--- src/inc/flash_host_map.svh ---
// Timing figures and pin field positions for the flash host controller
`ifndef FLASH_HOST_MAP_SVH
`define FLASH_HOST_MAP_SVH

`define FH_CLK_PERIOD_NS 100
`define FH_ACCESS_NS 90
`define FH_SLEEP_EXTRA_NS 30
`define FH_ADDR_SETUP_NS 50
`define FH_WE_PULSE_NS 50
`define FH_PROT_PULSE_NS 100000
`define FH_VID_SETTLE_NS 4000
`define FH_CLEAR_PULSE_NS 500
`define FH_CLEAR_HIGH_READ_NS 50
`define FH_READY_NS 20000
`define FH_SYNC_LATENCY 3

`define FH_ADDR_BIT_ZERO 0
`define FH_ADDR_BIT_ONE 1
`define FH_ADDR_BIT_SIX 6
`define FH_GROUP_LSB 16
`define FH_GROUP_MSB 21

`endif

--- src/inc/flash_host_pkg.sv ---
// Types shared by the flash host controller
package flash_host_pkg;
    typedef enum logic [3:0] {
        OP_READ = 4'h0,
        OP_WRITE = 4'h1,
        OP_STANDBY = 4'h2,
        OP_HW_RESET = 4'h3,
        OP_GROUP_PROTECT = 4'h4,
        OP_CHIP_UNPROTECT = 4'h5,
        OP_PROTECT_VERIFY = 4'h6,
        OP_READ_ID = 4'h7,
        OP_TEMP_UNPROTECT = 4'h8
    } op_e;

    typedef enum logic [2:0] {
        ST_IDLE = 3'h0,
        ST_SETUP = 3'h1,
        ST_STROBE = 3'h3,
        ST_HOLD = 3'h2,
        ST_RST_LOW = 3'h6,
        ST_RST_REC = 3'h7
    } state_e;
endpackage

--- src/inc/flash_sample_if.sv ---
// Synchronised flash pin levels passed from the sampler to the controller
`timescale 1ns/1ps
interface flash_sample_if #(parameter int DW = 16);
    logic [DW-1:0] dq;
    logic readyBusyN;
    modport sampler (output dq, output readyBusyN);
    modport ctrl (input dq, input readyBusyN);
endinterface

--- src/rtl/flash_pin_sampler.sv ---
// Three-stage sampler for flash pins arriving from outside the clock domain
`timescale 1ns/1ps
module flash_pin_sampler #(
    parameter int DW = 16
) (
    input wire logic core_clk,
    input wire logic rst_n,
    input wire logic [DW-1:0] dqIn,
    input wire logic readyBusyN,
    flash_sample_if.sampler smp
);
    localparam int NB = DW + 1;
    // Ready pin idles high, so reset to that level to avoid a false busy
    localparam logic [NB-1:0] IdleLvl = {1'b1, {DW{1'b0}}};
    logic [NB-1:0] raw;
    logic [NB-1:0] s1_reg, s2_reg, s3_reg, val_reg;
    logic [NB-1:0] val_next;

    assign raw = {readyBusyN, dqIn};

    // Accept a level only once stages two and three agree
    genvar i;
    generate
        for (i = 0; i < NB; i++) begin : g_bit
            assign val_next[i] = (s2_reg[i] == s3_reg[i]) ? s3_reg[i] : val_reg[i];
        end
    endgenerate

    always_ff @(posedge core_clk or negedge rst_n) begin
        if (!rst_n) begin
            s1_reg <= IdleLvl;
            s2_reg <= IdleLvl;
            s3_reg <= IdleLvl;
            val_reg <= IdleLvl;
        end else begin
            s1_reg <= raw;
            s2_reg <= s1_reg;
            s3_reg <= s2_reg;
            val_reg <= val_next;
        end
    end

    // Agreed level passed on at once; registering it again costs a cycle
    assign smp.dq = val_next[DW-1:0];
    assign smp.readyBusyN = val_next[DW];
endmodule

--- src/rtl/flash_host_ctrl.sv ---
// Host-side controller driving a parallel NOR flash through its pins
`timescale 1ns/1ps
`include "flash_host_map.svh"

module flash_host_ctrl #(
    parameter int AW = 22,
    parameter int DW = 16
) (
    input wire logic core_clk,
    input wire logic rst_n,
    input wire logic cmdValid,
    input wire flash_host_pkg::op_e cmdOp,
    input wire logic [AW-1:0] cmdAddr,
    input wire logic [DW-1:0] cmdData,
    input wire logic wpEnable,
    output logic cmdReady,
    output logic rspValid,
    output logic [DW-1:0] rspData,
    output logic retryNeeded,
    output logic flashCeN,
    output logic flashOeN,
    output logic flashWeN,
    output logic flashResetN,
    output logic flashWpN,
    output logic [AW-1:0] flashAddr,
    output logic [DW-1:0] flashDqOut,
    output logic flashDqOe,
    input wire logic [DW-1:0] flashDqIn,
    input wire logic readyBusyN,
    output logic vidAddrNine,
    output logic vidOutEn,
    output logic vidReset
);
    import flash_host_pkg::*;

    function automatic logic [15:0] cycUp(input int ns);
        int c;
        c = (ns + `FH_CLK_PERIOD_NS - 1) / `FH_CLK_PERIOD_NS;
        if (c < 1) c = 1;
        return 16'(c);
    endfunction

    function automatic logic [15:0] cycDown(input int ns);
        int c;
        c = ns / `FH_CLK_PERIOD_NS;
        if (c < 1) c = 1;
        return 16'(c);
    endfunction

    // Read strobe also covers the sampler latency
    localparam logic [15:0] AccessCyc = cycUp(`FH_ACCESS_NS) + 16'(`FH_SYNC_LATENCY);
    localparam logic [15:0] SleepCyc = cycUp(`FH_ACCESS_NS + `FH_SLEEP_EXTRA_NS);
    localparam logic [15:0] SetupCyc = cycUp(`FH_ADDR_SETUP_NS);
    localparam logic [15:0] WeCyc = cycUp(`FH_WE_PULSE_NS);
    localparam logic [15:0] ProtCyc = cycUp(`FH_PROT_PULSE_NS);
    localparam logic [15:0] VidCyc = cycUp(`FH_VID_SETTLE_NS);
    localparam logic [15:0] ClearCyc = cycUp(`FH_CLEAR_PULSE_NS);
    localparam logic [15:0] RhCyc = cycUp(`FH_CLEAR_HIGH_READ_NS);
    localparam logic [15:0] ReadyCyc = cycDown(`FH_READY_NS);

    flash_sample_if #(.DW(DW)) smp ();

    flash_pin_sampler #(.DW(DW)) u_sampler (
        .core_clk(core_clk),
        .rst_n(rst_n),
        .dqIn(flashDqIn),
        .readyBusyN(readyBusyN),
        .smp(smp)
    );

    state_e state_reg, state_next;
    op_e op_reg, op_next;
    logic [15:0] cnt_reg, cnt_next;
    logic cmdReady_reg, cmdReady_next;
    logic rspValid_reg, rspValid_next;
    logic [DW-1:0] rspData_reg, rspData_next;
    logic retry_reg, retry_next;
    logic ceN_reg, ceN_next;
    logic oeN_reg, oeN_next;
    logic weN_reg, weN_next;
    logic resetN_reg, resetN_next;
    logic wpN_reg, wpN_next;
    logic [AW-1:0] addr_reg, addr_next;
    logic [DW-1:0] dq_reg, dq_next;
    logic dqOe_reg, dqOe_next;
    logic vidNine_reg, vidNine_next;
    logic vidOe_reg, vidOe_next;
    logic vidRst_reg, vidRst_next;

    always_comb begin
        state_next = state_reg;
        op_next = op_reg;
        cnt_next = cnt_reg;
        cmdReady_next = cmdReady_reg;
        rspValid_next = 1'b0;
        rspData_next = rspData_reg;
        retry_next = retry_reg;
        ceN_next = ceN_reg;
        oeN_next = oeN_reg;
        weN_next = weN_reg;
        resetN_next = resetN_reg;
        wpN_next = ~wpEnable;
        addr_next = addr_reg;
        dq_next = dq_reg;
        dqOe_next = dqOe_reg;
        vidNine_next = vidNine_reg;
        vidOe_next = vidOe_reg;
        vidRst_next = vidRst_reg;
        // any accepted write retires the retry request
        if (state_reg == ST_IDLE && cmdValid && cmdOp == OP_WRITE) begin
            retry_next = 1'b0;
        end
        case (state_reg)
            ST_IDLE: begin
                if (cmdValid) begin
                    op_next = cmdOp;
                    cmdReady_next = 1'b0;
                    addr_next = cmdAddr;
                    oeN_next = 1'b1;
                    weN_next = 1'b1;
                    cnt_next = SetupCyc;
                    state_next = ST_SETUP;
                    ceN_next = 1'b0;
                    case (cmdOp)
                        OP_STANDBY: begin
                            // chip enable and clear both high
                            ceN_next = 1'b1;
                            resetN_next = 1'b1;
                            cnt_next = 16'h0001;
                            state_next = ST_HOLD;
                        end
                        OP_HW_RESET: begin
                            // hold clear low a full pulse
                            resetN_next = 1'b0;
                            vidRst_next = 1'b0;
                            cnt_next = ClearCyc;
                            state_next = ST_RST_LOW;
                            // busy at abort, flag for restart
                            if (!smp.readyBusyN) begin
                                retry_next = 1'b1;
                            end
                        end
                        OP_TEMP_UNPROTECT: begin
                            // high voltage on clear pin as level
                            vidRst_next = cmdData[0];
                            cnt_next = VidCyc;
                            state_next = ST_HOLD;
                        end
                        OP_WRITE: begin
                            // data out only with output enable high
                            dq_next = cmdData;
                            dqOe_next = 1'b1;
                        end
                        OP_GROUP_PROTECT: begin
                            // high voltage, bit six low, bit one high
                            vidNine_next = 1'b1;
                            vidOe_next = 1'b1;
                            addr_next[`FH_ADDR_BIT_SIX] = 1'b0;
                            addr_next[`FH_ADDR_BIT_ONE] = 1'b1;
                            addr_next[`FH_ADDR_BIT_ZERO] = 1'b0;
                            cnt_next = VidCyc;
                        end
                        OP_CHIP_UNPROTECT: begin
                            vidNine_next = 1'b1;
                            vidOe_next = 1'b1;
                            addr_next[`FH_ADDR_BIT_SIX] = 1'b1;
                            addr_next[`FH_ADDR_BIT_ONE] = 1'b1;
                            addr_next[`FH_ADDR_BIT_ZERO] = 1'b0;
                            cnt_next = VidCyc;
                        end
                        OP_PROTECT_VERIFY: begin
                            // group on upper bits, bit one high
                            vidNine_next = 1'b1;
                            addr_next = '0;
                            addr_next[`FH_GROUP_MSB:`FH_GROUP_LSB] = cmdAddr[`FH_GROUP_MSB:`FH_GROUP_LSB];
                            addr_next[`FH_ADDR_BIT_ONE] = 1'b1;
                            cnt_next = VidCyc;
                        end
                        OP_READ_ID: begin
                            // bit zero picks maker or device code
                            vidNine_next = 1'b1;
                            addr_next[`FH_ADDR_BIT_SIX] = 1'b0;
                            addr_next[`FH_ADDR_BIT_ONE] = 1'b0;
                            cnt_next = VidCyc;
                        end
                        default: begin
                            dqOe_next = 1'b0;
                        end
                    endcase
                end
            end
            ST_SETUP: begin
                if (cnt_reg > 16'h0001) begin
                    cnt_next = cnt_reg - 16'h0001;
                end else begin
                    state_next = ST_STROBE;
                    if (op_reg == OP_WRITE) begin
                        weN_next = 1'b0;
                        cnt_next = WeCyc;
                    end else if (op_reg == OP_GROUP_PROTECT || op_reg == OP_CHIP_UNPROTECT) begin
                        weN_next = 1'b0;
                        cnt_next = ProtCyc;
                    end else begin
                        // data released in the same cycle that output enable falls
                        dqOe_next = 1'b0;
                        oeN_next = 1'b0;
                        cnt_next = AccessCyc;
                    end
                end
            end
            ST_STROBE: begin
                if (cnt_reg > 16'h0001) begin
                    cnt_next = cnt_reg - 16'h0001;
                end else begin
                    if (!oeN_reg) begin
                        // address held so sleeping data stays valid
                        rspData_next = smp.dq;
                    end
                    oeN_next = 1'b1;
                    weN_next = 1'b1;
                    cnt_next = 16'h0001;
                    state_next = ST_HOLD;
                end
            end
            ST_HOLD: begin
                if (cnt_reg > 16'h0001) begin
                    cnt_next = cnt_reg - 16'h0001;
                end else begin
                    dqOe_next = 1'b0;
                    vidNine_next = 1'b0;
                    vidOe_next = 1'b0;
                    if (op_reg != OP_READ && op_reg != OP_READ_ID && op_reg != OP_PROTECT_VERIFY) begin
                        rspData_next = '0;
                    end
                    rspValid_next = 1'b1;
                    cmdReady_next = 1'b1;
                    state_next = ST_IDLE;
                end
            end
            ST_RST_LOW: begin
                if (cnt_reg > 16'h0001) begin
                    cnt_next = cnt_reg - 16'h0001;
                end else begin
                    // release; reads held off for at least RhCyc
                    resetN_next = 1'b1;
                    cnt_next = '0;
                    state_next = ST_RST_REC;
                end
            end
            ST_RST_REC: begin
                cnt_next = cnt_reg + 16'h0001;
                // then ready/busy, bounded by ready time
                if (cnt_reg + 16'h0001 >= RhCyc && (smp.readyBusyN || cnt_reg + 16'h0001 >= ReadyCyc)) begin
                    rspData_next = '0;
                    rspValid_next = 1'b1;
                    cmdReady_next = 1'b1;
                    state_next = ST_IDLE;
                end
            end
            default: begin
                state_next = ST_IDLE;
                cmdReady_next = 1'b1;
            end
        endcase
    end

    // Sleep needs no action; held address lets the device doze after SleepCyc
    always_ff @(posedge core_clk or negedge rst_n) begin
        if (!rst_n) begin
            state_reg <= ST_IDLE;
            op_reg <= OP_READ;
            cnt_reg <= '0;
            cmdReady_reg <= 1'b1;
            rspValid_reg <= 1'b0;
            rspData_reg <= '0;
            retry_reg <= 1'b0;
            ceN_reg <= 1'b1;
            oeN_reg <= 1'b1;
            weN_reg <= 1'b1;
            resetN_reg <= 1'b1;
            wpN_reg <= 1'b1;
            addr_reg <= '0;
            dq_reg <= '0;
            dqOe_reg <= 1'b0;
            vidNine_reg <= 1'b0;
            vidOe_reg <= 1'b0;
            vidRst_reg <= 1'b0;
        end else begin
            state_reg <= state_next;
            op_reg <= op_next;
            cnt_reg <= cnt_next;
            cmdReady_reg <= cmdReady_next;
            rspValid_reg <= rspValid_next;
            rspData_reg <= rspData_next;
            retry_reg <= retry_next;
            ceN_reg <= ceN_next;
            oeN_reg <= oeN_next;
            weN_reg <= weN_next;
            resetN_reg <= resetN_next;
            wpN_reg <= wpN_next;
            addr_reg <= addr_next;
            dq_reg <= dq_next;
            dqOe_reg <= dqOe_next;
            vidNine_reg <= vidNine_next;
            vidOe_reg <= vidOe_next;
            vidRst_reg <= vidRst_next;
        end
    end

    assign cmdReady = cmdReady_reg;
    assign rspValid = rspValid_reg;
    assign rspData = rspData_reg;
    assign retryNeeded = retry_reg;
    assign flashCeN = ceN_reg;
    assign flashOeN = oeN_reg;
    assign flashWeN = weN_reg;
    assign flashResetN = resetN_reg;
    assign flashWpN = wpN_reg;
    assign flashAddr = addr_reg;
    assign flashDqOut = dq_reg;
    assign flashDqOe = dqOe_reg;
    assign vidAddrNine = vidNine_reg;
    assign vidOutEn = vidOe_reg;
    assign vidReset = vidRst_reg;
endmodule

--- config.mk ---
export PLATFORM = sky130hd
export DESIGN_NAME = flash_host_ctrl
export DESIGN_NICKNAME = d
export VERILOG_FILES = /design/src/inc/flash_host_pkg.sv /design/src/inc/flash_sample_if.sv /design/src/rtl/flash_pin_sampler.sv /design/src/rtl/flash_host_ctrl.sv
export VERILOG_INCLUDE_DIRS = /design/src /design/src/inc
export SDC_FILE = /design/constraint.sdc
export NUM_CORES = 1
export LEC_CHECK = 0
export BUFFER_PORTS_ARGS = -buffer_cell sky130_fd_sc_hd__buf_4
export CAP_MARGIN = 20
export CORE_MARGIN = 2
export CORE_UTILIZATION = 55
export DETAILED_ROUTE_END_ITERATION = 16
export PLACE_DENSITY = 0.86
export SLEW_MARGIN = 5
export SYNTH_ARGS = -nofsm -noshare
export SYNTH_HDL_FRONTEND = slang
export SYNTH_SLANG_ARGS = --single-unit
--- constraint.sdc ---
create_clock -name core_clk -period 3.2 [get_ports core_clk]
set_input_delay 0.16 -clock core_clk [delete_from_list [all_inputs] [get_ports core_clk]]
set_output_delay 0.16 -clock core_clk [all_outputs]
set_load 0.005 [all_outputs]
Word level (Yosys, flattened, before mapping)
Cells that the tools add are included.

Register bits: 157. Latch bits: 0. Memory bits (writable): 0. Bits in read-only memories: 0. Bits of input ports: 63. Output and inout port bits: 66. Word-level logic and storage cells: 198. Memories kept: 0.

Add/subtract/negate cells: 2. Multipliers: 0. Div/mod/pow operators: 0. Order comparisons: 3. Eq/ne operators: 51. Shift-type cells: 0. Mux-type cells: 81. Bitwise gates (word level): 2. Reduce and logical (&&, ||, !) cells: 37.

Operators by type and width (count): two-way mux 16 bit (10); one-hot mux 16 bit (6 select lines) (1); one-hot mux 16 bit (3 select lines) (1); two-way mux 1 bit (43); != test 2 bit (second input constant) (14); == test 4 x 3 -> 1 bit (second input constant) (6); two-way mux 10 bit (2); two-way mux 3 bit (6); one-hot mux 1 bit (2 select lines) (9); one-hot mux 3 bit (6 select lines) (1); AND reduction 6 bit (3); == test 1 bit (17); adder 16 x 1 -> 16 bit (second input constant) (1); >= comparator 16 x 1 -> 1 bit (second input constant) (1); >= comparator 16 x 8 -> 1 bit (second input constant) (1); greater-than comparator 16 x 1 -> 1 bit (second input constant) (1); AND reduction 4 bit (4); subtractor 16 x 1 -> 16 bit (second input constant) (1); one-hot mux 6 bit (2 select lines) (1); two-way mux 9 bit (1); one-hot mux 1 bit (3 select lines) (3); AND reduction 3 bit (3); nonzero test 3 bit (3); OR reduction 3 bit (3); other kinds (26) (40).

Logic depth before layout (Yosys ltp)
Depth in word-level cells: 8. Gate-level depth with buffers: 9. Mapped depth without buffers: 7.

By module
From an unflattened synthesis, not the netlist that was laid out.

Cells, all modules: 630. Area total of the unflattened synthesis: 6932.9 um^2.

Modules (own cells, without submodules): flash_host_ctrl (times used 1, cells each 545, area an instance 5034.8 um^2, seq. area each 2234.6 um^2); flash_pin_sampler (times used 1, cells each 85, area an instance 1898.1 um^2, seq. area each 1706.6 um^2).

Worst setup path after synthesis
No wires, ideal clock.

Kind: reg2reg. From: register cnt_reg[5]. To: register rspData_reg[10] (netlist: rspData[10]). Library setup time: 0.074 ns. Arrival time: 2.507 ns. Data required time: 3.126 ns. Path slack: 0.619 ns. Cell stages (with the launch flop): 10. Path buffers: 3. Period minus slack after synthesis: 2.581 ns. Path through: dfrtp_1 -> buf_2 -> nand3_2 -> or4_1 -> buf_2 -> mux2i_1 -> or4_1 -> o31a_1 -> buf_6 -> o21ai_2.

Longest elaborated chain between the ends: 6. Elaborated cells between the ends (all ways): 10. Those cells by class: add/sub (1); order compare (3); eq/ne (3); reduce/logical (3).

Ends and longest elaborated chain: from (decl) (RTL line flash_host_ctrl.sv:73) `logic [15:0] cnt_reg, cnt_next;`; from (signal assigned) (RTL line flash_host_ctrl.sv:291) `cnt_reg <= cnt_next;`; adder 16 x 1 -> 16 bit (RTL line flash_host_ctrl.sv:253) `if (cnt_reg + 16'h0001 >= RhCyc && (smp.readyBusyN || cnt_reg + 16'h0001 >= ReadyCyc)) begin`; >= comparator 16 x 8 -> 1 bit (RTL line flash_host_ctrl.sv:253); logical OR 1 bit (RTL line flash_host_ctrl.sv:253); logical AND 1 bit (RTL line flash_host_ctrl.sv:253); != test 2 bit (no source line); AND reduction 6 bit (no source line) (*); to (signal assigned) (RTL line flash_host_ctrl.sv:294) `rspData_reg <= rspData_next;`; to (decl) (RTL line flash_host_ctrl.sv:76) `logic [DW-1:0] rspData_reg, rspData_next;`.

Every way passes the cells marked *; elsewhere a longest branch is shown, timed or not. A chain may end at the register's enable or synchronous reset.

Final worst setup path
From: register cnt_reg[8]. To: register rspData_reg[1] (netlist: rspData[1]).

Same word-level chain as after synthesis.

==> results.md <==
* Most common cell after layout, fill and taps aside: dfrtp_1
* Critical path's top delay family: simple AND/OR/NAND/NOR gates
* Area growth, synth to finish at 33.7%
* Status: complete, no violations
* CTS tree: done
* CP max-delay cell: or4_1
* # resized after CTS at 0
* Total of max-cap violations at 0
* Final min period at 3.03 ns
* Post-CTS Hold Buffers at 58
* I/O pins at about 130
* Post-CTS Setup Repair Bufs at 0
* Number of global-route vias before repair at between 6000 and 7000
* Max reg flops at 22
* Count of pins over their slew limit at 0
* Core area at 12100 um^2
* CP Data Arrival Time at 3.36 ns
* Clock transition at the registers of the reported paths at ~0.07 ns
* Detail Route Antenna Nets at 0
* Antenna violations before repair at 0
* Max Clk Rate at between 300 and 400 MHz
* EDFF count, synth at 0
* Largest cells by area after synthesis: dfrtp_1, nand2_1, dfstp_2
* Hold Path Class: in2reg
* Synthesized flop and latch total at ~160
* DRT Wirelength at between 15000 and 20000 um
* H-tree level count at 4
* Synth top area share at between 50% and 60%
* Initial core utilization at 56.7%
* Critical path peak fanout at 16
* Clock Skews at 0.0116 ns
* DP HPWL at roughly 12000 um
* Power Dens Cells at approximately 470 nW/um^2
* Crit. End Element: flop
* Largest net degree at the start of global routing at 82
* RSZ-0062 raised after global routing: no
* Final TNS setup at 0 ns
* Layout net count at around 890
* Startpoint Class: flop
* Syn avg cell area at approximately 11 um^2
* WL/cell at roughly 20 um
* Post-route DRC at 0
* Router iterations before antenna repair at 6
* DRT iter0 DRCs at 640
* Mapped Area at 6840 um^2
* CP Buf/Inv Count at 0
* CP Class: reg2reg
* CP required at 3.53 ns
* Synth area leader: dfrtp_1
* Total grt overflow at 0
* Port bufs at around 130
* Tightest Pin Transition at between 0.8 and 0.9 ns
* Vias per cell at 5.92
* DIE AREA at 13300 um^2
* Clock buffer depth at 2
* First-pass GRT wire length at around 32000 um
* Headroom to the max-slew limit at 41.8%
* Post-synth cell types at between 60 and 70
* Die H at roughly 120 um
* Synth Net Count at ~700
* Std cell rows at 40
* Clock Latency Late Sink at 0.43 ns
* Antenna fix cells at 0
* Post-Synthesis Cells at between 600 and 700
* Slowest stage delay, CP at 0.60 ns
* CTS Buf Count at 17
* Ys Warns at 0
* Most used DFF post-synth: dfrtp_1
* Maximum vdd drop at a little under 0.4 mV
* Crit path cell chain: nand3_2 > or4_1 > mux2i_1 > or4_1 > o31a_1 > o21ai_0
* Most frequent cells in the layout: dfrtp_1, buf_4, nand2_1
* GR Util All Layers at between 30% and 40%
* Chip Width at between 100 and 150 um
* Final GP Congestion at 1.04
* Setup Viol. Count Final at 0
* Cell area after layout at approximately 9100 um^2
* Clock sinks at 157
* Clock root cell: clkbuf_16
* Leakage at just over 4 nW
* DR vias at around 5900
* Fraction of registers with async set/reset at 100%
* Dpl cell area at around 8000 um^2
* Final Cycle Share at about 95%
* Fin. Hold Viols at 0
* Layout cells sized above 1 at between 20% and 30%
* Seq/Total Area, Yosys at about 58%
* Most frequent CP cell: or4_1
## final timing paths
check	depth (start not counted)	endpoint	from	slack, ns
worst max-delay path	6	rspData[1]	cnt_reg[8]	0.17
worst min-delay path	3	op_reg[1]	cmdOp[1]	0.04
worst max register to register	6	rspData[1]	cnt_reg[8]	0.17
worst min register to register	0	u_sampler.s2_reg[8]	u_sampler.s1_reg[8]	0.35
max in group asynchronous	3	flashCeN	rst_n	1.95
min in group asynchronous	2	rspData[7]	rst_n	0.37
## layer usage
layer  part of all wire, %  vias to the layer above  GRT usage (%)
li1                      -                     2632              -
met1                    39                     2881           38.4
met2                    50                      345           53.2
met3                   8.6                       52           9.21
met4                   2.5                        0           10.4
met5                     0                        -              0
## worst reg2reg max path, cell delays in order (launching register included)
cell	delay (ns)
dfrtp_1	0.58
nand3_2	0.18
or4_1	0.60
mux2i_1	0.14
or4_1	0.57
o31a_1	0.56
o21ai_0	0.31
## cell type report
| class | instances | area [um^2] |
|---|---|---|
| tap | 168 | 210 |
| inverter | 25 | 93.8 |
| clock inverter | 15 | 156 |
| multi-input combinational | 415 | 2650 |
| fill | 708 | 2920 |
| sequential | 157 | 3940 |
| timing repair buffer | 202 | 1670 |
| clock buffer | 17 | 425 |
## metrics by stage
step | instances | hold slack, ns | power [W] | worst slack (ns) | utilization, %
finish | 999 | 0.0406 | 0.00432 | 0.173 | 75.8
global route | 999 | 0.0554 | 0.00445 | 0.0356 | 75.8
CTS | 998 | 0.0111 | 0.00431 | 0.182 | 75.7
detailed placement | 908 | 0.238 | 0.00230 | 0.217 | 66.1
global placement | 908 | 0.229 | 0.00229 | 0.311 | 66.1
floorplan | 634 | -0.136 | 0.00216 | 0.619 | -
## cell usage after synthesis (all sizes together), types with 15 or more instances
cell type and number:
dfrtp 147, nand2 86, o21ai 51, nor2 37
inv 25, clkbuf 22, a21oi 18, maj3 18
mux2 17, nor3 17, a22o 16, nand3 16
buf 15
## power breakdown
group	switching (W)	internal [W]
clock network	0.000885	0.00110
logic	0.000115	0.000136
registers	0.0000340	0.00205
total	0.00103	0.00329
## cell families (layout without fill, tap and decap cells)
kind of cell	Yosys count	count (layout)	synth area share (%)
AOI/OAI and AO/OA	155	155	15.8
and+or+nand+nor	210	210	15.2
xor gates and xnor gates	9	9	1.15
DFF	157	157	57.7
muxes	19	19	3.09
buffers and inverters	62	259	3.77
adders and majority gates	22	22	3.37
(Power assumes the default switching activity.)
